<file path="config.mk">
export PLATFORM = sky130hd
export DESIGN_NAME = fpc_ctrl
export DESIGN_NICKNAME = d
export VERILOG_FILES = /design/src/hw/fpc_pkg.sv /design/src/hw/fpc_ctrl.sv
export SDC_FILE = /design/constraint.sdc
export NUM_CORES = 1
export LEC_CHECK = 0
export CORE_MARGIN = 2
export CORE_UTILIZATION = 54
export DETAILED_ROUTE_END_ITERATION = 10
export DONT_BUFFER_PORTS = 1
export PLACE_DENSITY = 0.74
export SETUP_SLACK_MARGIN = 0.05
export SYNTH_ARGS = -nofsm -noshare
export SYNTH_HDL_FRONTEND = slang
export SYNTH_SLANG_ARGS = --single-unit
</file>
<file path="constraint.sdc">
create_clock -name sys_clk -period 2.55 [get_ports sys_clk]
set_clock_uncertainty 0.15 [all_clocks]
set_input_delay 0.3825 -clock sys_clk [delete_from_list [all_inputs] [get_ports sys_clk]]
set_output_delay 0.3825 -clock sys_clk [all_outputs]
set_load 0.01 [all_outputs]
</file>
<file path="src/hw/fpc_pkg.sv">
// constants for the flash power and command controller
package fpc_pkg;
    localparam int CLK_NS = 20;
    localparam int ADDR_W = 22;
    localparam int DATA_W = 16;
    localparam int BUS_AW = 8;
    // register byte offsets
    localparam logic [7:0] OFS_CTRL = 8'h00;
    localparam logic [7:0] OFS_ADDR = 8'h04;
    localparam logic [7:0] OFS_WDATA = 8'h08;
    localparam logic [7:0] OFS_RDGO = 8'h0C;
    localparam logic [7:0] OFS_STAT = 8'h10;
    localparam logic [7:0] OFS_RDATA = 8'h14;
    localparam logic [7:0] OFS_IRQ_ST = 8'h18;
    localparam logic [7:0] OFS_IRQ_CLR = 8'h1C;
    localparam logic [7:0] OFS_IRQ_EN = 8'h20;
    // control bit positions
    localparam int CTRL_PD = 0;
    localparam int CTRL_RAMP = 1;
    // interrupt event bit positions
    localparam int EV_WR_DONE = 0;
    localparam int EV_RD_DONE = 1;
    localparam int EV_REFUSED = 2;
    localparam int EV_ABORT = 3;
    localparam int EV_W = 4;
    // reset values
    localparam logic [1:0] CTRL_RST = 2'h0;
    localparam logic [3:0] IRQ_EN_RST = 4'h0;
    // array-read command code
    localparam logic [15:0] ARRAY_READ_CMD = 16'h00FF;
    // recovery after power-down exit, in ns
    localparam int PD_EXIT_RD_NS = 150;
    localparam int PD_EXIT_WR_NS = 100;
    // strobe timing, in ns
    localparam int WE_LOW_NS = 60;
    localparam int RD_ACC_NS = 100;
    // least times, rounded up to cycles
    localparam int PD_EXIT_RD_CYC = (PD_EXIT_RD_NS + CLK_NS - 1) / CLK_NS;
    localparam int PD_EXIT_WR_CYC = (PD_EXIT_WR_NS + CLK_NS - 1) / CLK_NS;
    localparam int WE_LOW_CYC = (WE_LOW_NS + CLK_NS - 1) / CLK_NS;
    localparam int RD_ACC_CYC = (RD_ACC_NS + CLK_NS - 1) / CLK_NS;
    localparam logic [7:0] REC_MAX = 8'hFF;
    // bus cycle states, gray along the write path only
    typedef enum logic [2:0] {
        FPC_IDLE = 3'h0,
        FPC_WSET = 3'h1,
        FPC_WPUL = 3'h3,
        FPC_WEND = 3'h2,
        FPC_RWAIT = 3'h4,
        FPC_RLAT = 3'h5
    } fpc_state_type;
endpackage

</file>
<file path="src/hw/fpc_ctrl.sv">
// host controller driving a parallel flash's power, reset and command pins
// Functional notes
// RULE1: device refuses program/erase at low supply
// RULE2: device idles low-power after reads
// RULE3: chip select high means standby, outputs float
// RULE4: device finishes operation despite deselect
// RULE5: select low, reset high means active
// RULE6: reset low gives deep power-down
// RULE7: reset low aborts program or erase
// RULE8: deep power-down clears device status
// RULE9: wait recovery times after reset release
// RULE10: write only with write and select low
// RULE11: device alters memory after two-step sequence
// RULE12: device ignores controls while reset low
// RULE13: device keeps latched command across transitions
// RULE14: device defaults to array read
// RULE15: issue array-read before reading array again
// RULE16: reset pin follows system reset
// RULE17: hold reset low during supply ramps
// RULE18: array-read command restores array mode
//
// The placing of the registers and strobed register access are this design's own decisions.
`timescale 1ns/100ps
`default_nettype none
module fpc_ctrl (
    input wire logic sys_clk,
    input wire logic rst,
    input wire logic [7:0] reg_addr,
    input wire logic [31:0] reg_wdata,
    input wire logic reg_wr,
    input wire logic reg_rd,
    output logic [31:0] reg_rdata,
    output logic irq,
    output logic reset_powerdown_low,
    output logic ce_n,
    output logic we_n,
    output logic oe_n,
    output logic [21:0] flash_addr,
    output logic [15:0] dq_o,
    output logic dq_oe_n,
    input wire logic [15:0] dq_i
);
    fpc_pkg::fpc_state_type state_r;
    logic [1:0] ctrl_r;
    logic [21:0] addr_reg_r;
    logic [15:0] rdata_r;
    logic [3:0] irq_st_r;
    logic [3:0] irq_en_r;
    logic [3:0] ev;
    logic [7:0] rec_cnt_r;
    logic [2:0] ph_cnt_r;
    logic [15:0] dq_s1_r;
    logic [15:0] dq_s2_r;
    logic rp_n_r;
    logic need_ar_r;
    logic pend_rd_r;
    logic auto_r;
    logic rd_ok;
    logic wr_ok;
    logic wr_go;
    logic rd_go;
    logic wr_acc;
    logic rd_acc;
    logic rd_auto;
    logic pin_drop;

    // strobes for launching a flash cycle
    assign wr_go = reg_wr && (reg_addr == fpc_pkg::OFS_WDATA);
    assign rd_go = reg_wr && (reg_addr == fpc_pkg::OFS_RDGO);
    assign rd_ok = rec_cnt_r >= 8'(fpc_pkg::PD_EXIT_RD_CYC); // RULE9
    assign wr_ok = rec_cnt_r >= 8'(fpc_pkg::PD_EXIT_WR_CYC); // RULE9
    // a pending array-read write needs write recovery too
    assign rd_auto = need_ar_r; // RULE15
    assign pin_drop = ctrl_r[fpc_pkg::CTRL_PD] || ctrl_r[fpc_pkg::CTRL_RAMP]; // strobes drop with pin
    assign wr_acc = wr_go && state_r == fpc_pkg::FPC_IDLE && rp_n_r && wr_ok && !pin_drop;
    assign rd_acc = rd_go && state_r == fpc_pkg::FPC_IDLE && rp_n_r && rd_ok
        && (!rd_auto || wr_ok) && !pin_drop;

    // pin input synchroniser, dq comes from another timing domain
    always_ff @(posedge sys_clk)
    begin
        dq_s1_r <= dq_i;
        dq_s2_r <= dq_s1_r;
    end

    // software registers
    always_ff @(posedge sys_clk)
    begin
        if (rst)
        begin
            ctrl_r <= fpc_pkg::CTRL_RST;
            addr_reg_r <= 22'h0;
            irq_en_r <= fpc_pkg::IRQ_EN_RST;
        end
        else if (reg_wr)
        begin
            if (reg_addr == fpc_pkg::OFS_CTRL)
                ctrl_r <= reg_wdata[1:0];
            if (reg_addr == fpc_pkg::OFS_ADDR)
                addr_reg_r <= reg_wdata[21:0];
            if (reg_addr == fpc_pkg::OFS_IRQ_EN)
                irq_en_r <= reg_wdata[3:0];
        end
    end

    // read data one cycle after the strobe, unmapped reads zero
    always_ff @(posedge sys_clk)
    begin
        if (rst)
            reg_rdata <= 32'h0;
        else if (reg_rd)
        begin
            unique case (reg_addr)
                fpc_pkg::OFS_CTRL: reg_rdata <= {30'h0, ctrl_r};
                fpc_pkg::OFS_ADDR: reg_rdata <= {10'h0, addr_reg_r};
                fpc_pkg::OFS_STAT: reg_rdata <= {27'h0, need_ar_r, wr_ok,
                    rd_ok, rp_n_r, state_r != fpc_pkg::FPC_IDLE};
                fpc_pkg::OFS_RDATA: reg_rdata <= {16'h0, rdata_r};
                fpc_pkg::OFS_IRQ_ST: reg_rdata <= {28'h0, irq_st_r};
                fpc_pkg::OFS_IRQ_EN: reg_rdata <= {28'h0, irq_en_r};
                default: reg_rdata <= 32'h0;
            endcase
        end
        else
            reg_rdata <= 32'h0;
    end

    // reset pin low during system reset, power-down or supply ramp
    always_ff @(posedge sys_clk)
    begin
        if (rst)
            rp_n_r <= 1'b0; // RULE16
        else
            rp_n_r <= !pin_drop; // RULE17
    end
    assign reset_powerdown_low = rp_n_r;

    // cycles since reset pin release, saturating
    always_ff @(posedge sys_clk)
    begin
        if (rst || !rp_n_r)
            rec_cnt_r <= 8'h0; // RULE9
        else if (rec_cnt_r != fpc_pkg::REC_MAX)
            rec_cnt_r <= rec_cnt_r + 8'h1;
    end

    // device may hold status mode after any command but array read
    always_ff @(posedge sys_clk)
    begin
        if (rst || !rp_n_r)
            need_ar_r <= 1'b0;
        else if (wr_acc)
            need_ar_r <= reg_wdata[15:0] != fpc_pkg::ARRAY_READ_CMD; // RULE15
        else if (state_r == fpc_pkg::FPC_WEND && auto_r)
            need_ar_r <= 1'b0; // RULE18
    end

    // flash bus cycles; pulling the reset pin low aborts any cycle
    always_ff @(posedge sys_clk)
    begin
        if (rst || !rp_n_r || pin_drop)
        begin
            state_r <= fpc_pkg::FPC_IDLE;
            ce_n <= 1'b1;
            we_n <= 1'b1;
            oe_n <= 1'b1;
            dq_oe_n <= 1'b1;
            dq_o <= 16'h0;
            flash_addr <= 22'h0;
            ph_cnt_r <= 3'h0;
            pend_rd_r <= 1'b0;
            auto_r <= 1'b0;
            rdata_r <= rdata_r;
        end
        else
        begin
            unique case (state_r)
                fpc_pkg::FPC_IDLE:
                begin
                    ph_cnt_r <= 3'h0;
                    if (wr_acc)
                    begin
                        flash_addr <= addr_reg_r;
                        dq_o <= reg_wdata[15:0];
                        ce_n <= 1'b0;
                        dq_oe_n <= 1'b0;
                        state_r <= fpc_pkg::FPC_WSET;
                    end
                    else if (rd_acc && rd_auto)
                    begin
                        // array-read write goes out before the read
                        flash_addr <= addr_reg_r;
                        dq_o <= fpc_pkg::ARRAY_READ_CMD; // RULE18
                        ce_n <= 1'b0;
                        dq_oe_n <= 1'b0;
                        pend_rd_r <= 1'b1;
                        auto_r <= 1'b1;
                        state_r <= fpc_pkg::FPC_WSET;
                    end
                    else if (rd_acc)
                    begin
                        flash_addr <= addr_reg_r;
                        ce_n <= 1'b0;
                        oe_n <= 1'b0;
                        state_r <= fpc_pkg::FPC_RWAIT;
                    end
                end
                fpc_pkg::FPC_WSET:
                begin
                    we_n <= 1'b0; // RULE10
                    state_r <= fpc_pkg::FPC_WPUL;
                end
                fpc_pkg::FPC_WPUL:
                begin
                    ph_cnt_r <= ph_cnt_r + 3'h1;
                    if (ph_cnt_r == 3'(fpc_pkg::WE_LOW_CYC - 1))
                    begin
                        we_n <= 1'b1;
                        state_r <= fpc_pkg::FPC_WEND;
                    end
                end
                fpc_pkg::FPC_WEND:
                begin
                    // data held one cycle past the rising write strobe
                    dq_oe_n <= 1'b1;
                    ph_cnt_r <= 3'h0;
                    auto_r <= 1'b0;
                    pend_rd_r <= 1'b0;
                    if (pend_rd_r)
                    begin
                        oe_n <= 1'b0;
                        state_r <= fpc_pkg::FPC_RWAIT;
                    end
                    else
                    begin
                        ce_n <= 1'b1;
                        state_r <= fpc_pkg::FPC_IDLE;
                    end
                end
                fpc_pkg::FPC_RWAIT:
                begin
                    ph_cnt_r <= ph_cnt_r + 3'h1;
                    if (ph_cnt_r == 3'(fpc_pkg::RD_ACC_CYC - 1))
                        state_r <= fpc_pkg::FPC_RLAT;
                end
                fpc_pkg::FPC_RLAT:
                begin
                    // sample after sync latency, then deselect
                    rdata_r <= dq_s2_r;
                    oe_n <= 1'b1;
                    ce_n <= 1'b1;
                    state_r <= fpc_pkg::FPC_IDLE;
                end
                default:
                    state_r <= fpc_pkg::FPC_IDLE;
            endcase
        end
    end

    // events; abort when the reset pin falls mid-cycle
    always_comb
    begin
        ev = 4'h0;
        ev[fpc_pkg::EV_WR_DONE] = state_r == fpc_pkg::FPC_WEND && !pend_rd_r;
        ev[fpc_pkg::EV_RD_DONE] = state_r == fpc_pkg::FPC_RLAT && rp_n_r;
        ev[fpc_pkg::EV_REFUSED] = (wr_go && !wr_acc) || (rd_go && !rd_acc);
        ev[fpc_pkg::EV_ABORT] = pin_drop && state_r != fpc_pkg::FPC_IDLE;
    end

    // sticky status, a new event wins over a clear
    always_ff @(posedge sys_clk)
    begin
        if (rst)
            irq_st_r <= 4'h0;
        else if (reg_wr && reg_addr == fpc_pkg::OFS_IRQ_CLR)
            irq_st_r <= (irq_st_r & ~reg_wdata[3:0]) | ev;
        else
            irq_st_r <= irq_st_r | ev;
    end

    // level interrupt, one cycle behind the status
    always_ff @(posedge sys_clk)
    begin
        if (rst)
            irq <= 1'b0;
        else
            irq <= |(irq_st_r & irq_en_r);
    end

    property p_rd_rec;
        @(posedge sys_clk) disable iff (rst)
        $fell(oe_n) |-> rec_cnt_r >= 8'(fpc_pkg::PD_EXIT_RD_CYC);
    endproperty
    a_rd_rec: assert property (p_rd_rec) // RULE9
        else $error("read before read recovery");

    property p_wr_rec;
        @(posedge sys_clk) disable iff (rst)
        $fell(we_n) |-> rec_cnt_r > 8'(fpc_pkg::PD_EXIT_WR_CYC);
    endproperty
    a_wr_rec: assert property (p_wr_rec) // RULE9
        else $error("write before write recovery");

    property p_we_ce;
        @(posedge sys_clk) disable iff (rst)
        !we_n |-> !ce_n && rp_n_r && !dq_oe_n && oe_n;
    endproperty
    a_we_ce: assert property (p_we_ce) // RULE10
        else $error("write strobe without select");

    property p_ar_first;
        @(posedge sys_clk) disable iff (rst)
        $fell(oe_n) |-> !need_ar_r;
    endproperty
    a_ar_first: assert property (p_ar_first) // RULE15
        else $error("array read while device not in array mode");

    property p_rst_rp;
        @(posedge sys_clk)
        rst |=> !reset_powerdown_low ##1 (!reset_powerdown_low || !rst);
    endproperty
    a_rst_rp: assert property (p_rst_rp) // RULE16
        else $error("reset pin not low under system reset");

    property p_ramp;
        @(posedge sys_clk) disable iff (rst)
        ctrl_r[fpc_pkg::CTRL_RAMP] |=> !reset_powerdown_low && ce_n;
    endproperty
    a_ramp: assert property (p_ramp) // RULE17
        else $error("reset pin high during supply ramp");

    property p_ar_code;
        @(posedge sys_clk) disable iff (rst)
        (state_r == fpc_pkg::FPC_WSET && pend_rd_r)
            |-> dq_o == fpc_pkg::ARRAY_READ_CMD ##[1:4] !we_n;
    endproperty
    a_ar_code: assert property (p_ar_code) // RULE18
        else $error("wrong array-read code");
endmodule // fpc_ctrl
`default_nettype wire

</file>
## Word level (Yosys, flattened, before mapping)

Cells that the tools add are included.
W data, S select, Z words.

| storage, ports and cells | value |
|---|---|
| register bits | 172 |
| output and inout port bits | 76 |

| operators by class | value |
|---|---|
| $add $sub $neg | 2 |
| order comparisons | 2 |
| equal/unequal tests | 27 |
| muxes and demuxes | 34 |
| bitwise logic cells | 7 |
| reductions and logical operators | 56 |

Operators with widths:

| kind | count |
|---|---|
| $pmux W22 S6 | 1 |
| $mux W22 | 3 |
| $eq A8 B5 Y1 const B | 4 |
| $mux W16 | 2 |
| $logic_and A1 B1 Y1 | 19 |
| $mux W3 | 6 |
| $eq A8 B4 Y1 const B | 2 |
| $ne A16 B8 Y1 const B | 1 |
| $reduce_and A2 Y1 | 8 |
| $pmux W3 S5 | 1 |
| $mux W1 | 14 |
| $ne A2 B2 Y1 const B | 7 |
| $reduce_bool A2 Y1 | 5 |
| $eq A3 B2 Y1 const B | 3 |
| $eq A3 B3 Y1 const B | 3 |
| $reduce_and A3 Y1 | 3 |
| $reduce_bool A3 Y1 | 3 |
| $add A8 B1 Y8 const B | 1 |
| $and A4 B4 Y4 | 2 |
| $eq A8 B3 Y1 const B | 1 |
| $eq A8 B6 Y1 const B | 1 |
| $ge A8 B3 Y1 const B | 1 |
| $ge A8 B4 Y1 const B | 1 |
| $logic_not A8 Y1 | 1 |
| 19 further kinds | 35 |

## Longest topological paths before layout

| logic depth | value |
|---|---|
| depth after elaboration | 12 |
| gate-level depth with buffers | 8 |

## Least setup slack after synthesis

OpenSTA, ideal clock, no wires.

| path | value |
|---|---|
| path type | input port to flip-flop |
| start | input port reg_addr[4] |
| end | register dq_o[1] |
| arrival time | 1.806 ns |
| setup slack | 0.475 ns |
| stages on the path | 6 |
| buffers on the path | 2 |
| cells stage by stage | buf_2 nor4_4 nand4_2 or4_1 buf_2 o221a_2 |

| between the ends | value |
|---|---|
| word-level cells in the longest chain between the ends | 10 |
| elaborated cells on any way between the ends | 17 |
| those cells by class | 2 x eq/ne; 1 x mux; 14 x reduce/logical |

RTL lines:

| item | RTL line | source |
|---|---|---|
| start, declared | fpc_ctrl.sv:28 | `input wire logic [7:0] reg_addr,` |
| $eq A8 B4 Y1 | fpc_ctrl.sv:69 | `assign rd_go = reg_wr && (reg_addr == fpc_pkg::OFS_RDGO);` |
| $logic_and A1 B1 Y1 | fpc_ctrl.sv:69 |  |
| $logic_and A1 B1 Y1 (3 in series) | fpc_ctrl.sv:76 | `assign rd_acc = rd_go && state_r == fpc_pkg::FPC_IDLE && rp_n_r && rd_ok` |
| $logic_and A1 B1 Y1 (2 in series) | fpc_ctrl.sv:77 | `&& (!rd_auto \|\| wr_ok) && !pin_drop;` |
| $logic_and A1 B1 Y1 | fpc_ctrl.sv:189 | `else if (rd_acc && rd_auto)` |
| $reduce_bool A2 Y1 (no line) | -- |  |
| $reduce_and A2 Y1 (no line) | -- |  |
| end signal, assigned | fpc_ctrl.sv:184 | `dq_o <= reg_wdata[15:0];` |
| end signal, assigned | fpc_ctrl.sv:193 | `dq_o <= fpc_pkg::ARRAY_READ_CMD;` |
| end, declared | fpc_ctrl.sv:39 | `output logic [15:0] dq_o,` |

Several ways; a longest one is shown, not always the timed one.
A chain may end at the register's enable or synchronous reset.

## Worst setup path in the final report

| path | value |
|---|---|
| start | register rec_cnt_r[4] |
| end | register state_r[0] |

| between the ends | value |
|---|---|
| word-level cells in the longest chain between the ends | 8 |
| elaborated cells on any way between the ends | 14 |
| those cells by class | 2 x order compare; 1 x eq/ne; 3 x mux; 8 x reduce/logical |

RTL lines:

| item | RTL line | source |
|---|---|---|
| start, declared | fpc_ctrl.sv:50 | `logic [7:0] rec_cnt_r;` |
| start signal, assigned | fpc_ctrl.sv:144 | `rec_cnt_r <= rec_cnt_r + 8'h1;` |
| $ge A8 B4 Y1 / $ge A8 B3 Y1 (equally long branches) | fpc_ctrl.sv:70, fpc_ctrl.sv:71 |  |
| $logic_and A1 B1 Y1 / $logic_or A1 B1 Y1 (equally long branches) | fpc_ctrl.sv:76, fpc_ctrl.sv:77 |  |
| $logic_and A1 B1 Y1 (2 in series) | fpc_ctrl.sv:77 |  |
| $logic_and A1 B1 Y1 | fpc_ctrl.sv:189 |  |
| $mux W3 | fpc_ctrl.sv:189 |  |
| $mux W3 | fpc_ctrl.sv:181 | `if (wr_acc)` |
| $pmux W3 S5 | fpc_ctrl.sv:177 | `unique case (state_r)` |
| end signal, assigned | fpc_ctrl.sv:187 | `state_r <= fpc_pkg::FPC_WSET;` |
| end signal, assigned | fpc_ctrl.sv:198 | `state_r <= fpc_pkg::FPC_WSET;` |
| end signal, assigned | fpc_ctrl.sv:205 | `state_r <= fpc_pkg::FPC_RWAIT;` |
| end, declared | fpc_ctrl.sv:43 | `fpc_pkg::fpc_state_type state_r;` |

Several ways; a longest one is shown, not always the timed one.

==> metrics.cfg <==
[status]
status=completed

[detailed_routing]
post-route-drc-count=0
drt-wirelength-per-cell_um=18.3
drtIter0Drc=445
viasPerCell=5.77
vias=4566
drtPass1Iterations=5
drt-total-wl_mm=14.5
ant_nets=0

[synthesis]
yosysWarnings=0
synth.avg_cell_area_um2=10.0
synth_cell_type_count=62
yosys_register_bits=162
synth-edff-count=16
yosysSeqAreaShare_pct=57.8
synthFlopType=dfxtp_1
synthCells=588
async_reset_ff_share_pct=0
syn_area_mm2=0.00589

[critical_path]
required_ps=2810
cp-end-kind=flop
reg2reg_from=rec_cnt_r[4]
worstReg2RegEnd=state_r[0]
cp.arrival_ps=2560
reg2reg_setup_slack_ps=250
cp_slowest_cell=or4_4
setup.worst_path.class=flop to flop
cp_cell_sequence=or4_4, a211oi_4, o32a_2, nor3b_1, o31ai_1
slowest_delay_ps=610
startpoint=rec_cnt_r[4]
cp_max_fo=11
crit_path_start_kind=flop
r2r_cells=5

[finish]
nets=704
fin_util_pct=65.5
syn2layout_area_growth_pct=19.6
drive_gt1_share_pct=11.2

[clock_tree]
cts_tree=yes
clock_path_buffers=2
cts_max_level=4
cts.repair.resized=0
clock_sinks=162
cts.reportedPaths.clkPinSlew_ps=70
clkLatencyLatePin_ps=530
numCtsBuffers=17
clock-root-buffer=clkbuf_8

[sta]
setup_tns_ps=0
tightest_slew_ps=1070
fmax_mhz=435
setup_viol=0
finalHoldViolCount=0
fin_crit_sh_pct=90.2
period_minus_slack_ps=2300
rsz0062_at_grt=false
drv_slew=0
relSlewSlack_pct=28.5

[global_route]
grt_pass1_vias=4451
grt_overflow=0
grt_max_degree=37
antenna_found_initial=1
grt_first_pass_wirelength_mm=22.6
gr-usage-all-layers_pct=25.5

[pwr]
leakage_uw=0.00270
vdd_drop_max_uv=606
cellPowerDensity_mw_per_mm2=721

[floorplan]
core_area_mm2=0.0107
start_util_pct=54.8
row_count=38
io_pins=136
dieHeight_um=108
die_x_um=108
die_area_mm2=0.0118

[placed_design]
place_hpwl_mm=9.52
finalWeightedCongestion=0.881
port_buffers=0

[worst_hold_path]
holdPathEnd=need_ar_r
whs_path_depth=3
hold_path_class=input port to flop
min-delay-start=reg_wdata[1]

[flow_run]
max_cap_viol_count=0

-- flip-flops by register name (all words and copies together), names as in the netlist, 4 cells and up --
name / cells
rdata_r: 16
flash_addr: 22
reg_rdata: 22
dq_o: 16
rec_cnt_r: 8
dq_s2_r: 16
irq_en_r: 4
dq_s1_r: 16
irq_st_r: 4
addr_reg_r: 22
-- area by class of cell --
cell class	count	area [um^2]
diodes	2	5.00
fillers	863	3700
clock inverters	14	119
multi-input cells	381	2260
flip-flops and latches	162	3400
repair buffers	64	613
inverters	11	41.3
well taps	140	175
clock buffers	18	428
-- report_power, final --
part	switching, uW	internal [uW]	total (uW)	leakage (uW)
Combinational	72.9	66.8	140	0.00110
Clock	1070	1250	2330	0.000266
Sequential	10.1	2600	2610	0.00133
-- cells by family (layout without fill, tap and decap cells) --
family	count (synthesis)	in the layout	share of synthesized area (%)
simple gates	213	213	17.7
flops	162	162	57.8
compound gates	128	128	14.3
buf+inv	54	107	4.53
mux	21	21	3.78
fa+ha+maj	7	7	1.49
xor+xnor	2	2	0.298
other cells	1	12	0.0637
-- what timing repair did --
action                    in CTS  in global routing
hold buffers                  49                  0
buffers inserted               0                  0
hold endpoints to repair      74                  0
-- routing by layer --
layer | global-route usage, % | wire length, um | vias up
met5 | 0 | 0 | -
met4 | 14.0 | 534 | 0
met3 | 9.70 | 1300 | 38
met2 | 39.5 | 6850 | 217
met1 | 30.5 | 5810 | 2159
li1 | - | - | 2152
-- cells in the mapped netlist (9+ instances only) --
cell | number | area share [%]
clkbuf_1 | 21 | 1.3
mux2i_1 | 20 | 3.4
nand2_1 | 70 | 4.5
dfxtp_1 | 146 | 50
a22oi_1 | 27 | 3.4
buf_4 | 10 | 1.3
inv_1 | 11 | 0.70
nor3_1 | 10 | 0.85
a21oi_1 | 49 | 4.2
nor2_1 | 67 | 4.3
a31oi_1 | 10 | 1.1
edfxtp_1 | 16 | 8.2
o21ai_0 | 17 | 1.4
nand3_1 | 11 | 0.93
buf_2 | 9 | 0.76
-- layout by cell type, fill, tap and decap left out, types with 15 or more instances in the layout --
cell,instances
a21oi_1,49
a22oi_1,27
buf_4,15
clkbuf_16,16
dfxtp_1,146
dlygate4sd3_1,48
edfxtp_1,16
mux2i_1,20
nand2_1,70
nor2_1,67
o21ai_0,17
-- how the worst max path moves through the flow --
stage | slack, ps | end | cells past startpoint
final | 250 | state_r[0] | 5
after global routing | 150 | state_r[0] | 5
after CTS | 270 | state_r[0] | 5
after detailed placement | 280 | state_r[0] | 5
after global placement | 350 | dq_o[6] | 4
after floorplan | 480 | dq_o[1] | 6
-- critical path: cells and delay by family (launching register included) --
kind	cells	cell delay, ps
flops	1	380
simple gates	2	860
compound gates	3	800
-- per-stage QoR --
| stage | setup slack (ps) | hold WS, ps | cell area, um^2 | total power (uW) | std cells |
|---|---|---|---|---|---|
| after floorplan | 475 | 160 | 5920 | 2740 | 597 |
| final | 250 | 31.8 | 7040 | 5080 | 792 |
| after CTS | 265 | 1.28 | 7040 | 5110 | 790 |
| after detailed placement | 285 | 162 | 5990 | 2730 | 709 |
| after global placement | 347 | 160 | 5990 | 2730 | 709 |
| after global routing | 146 | 19.4 | 7040 | 5240 | 792 |
Power figures use the tool's default switching activity.
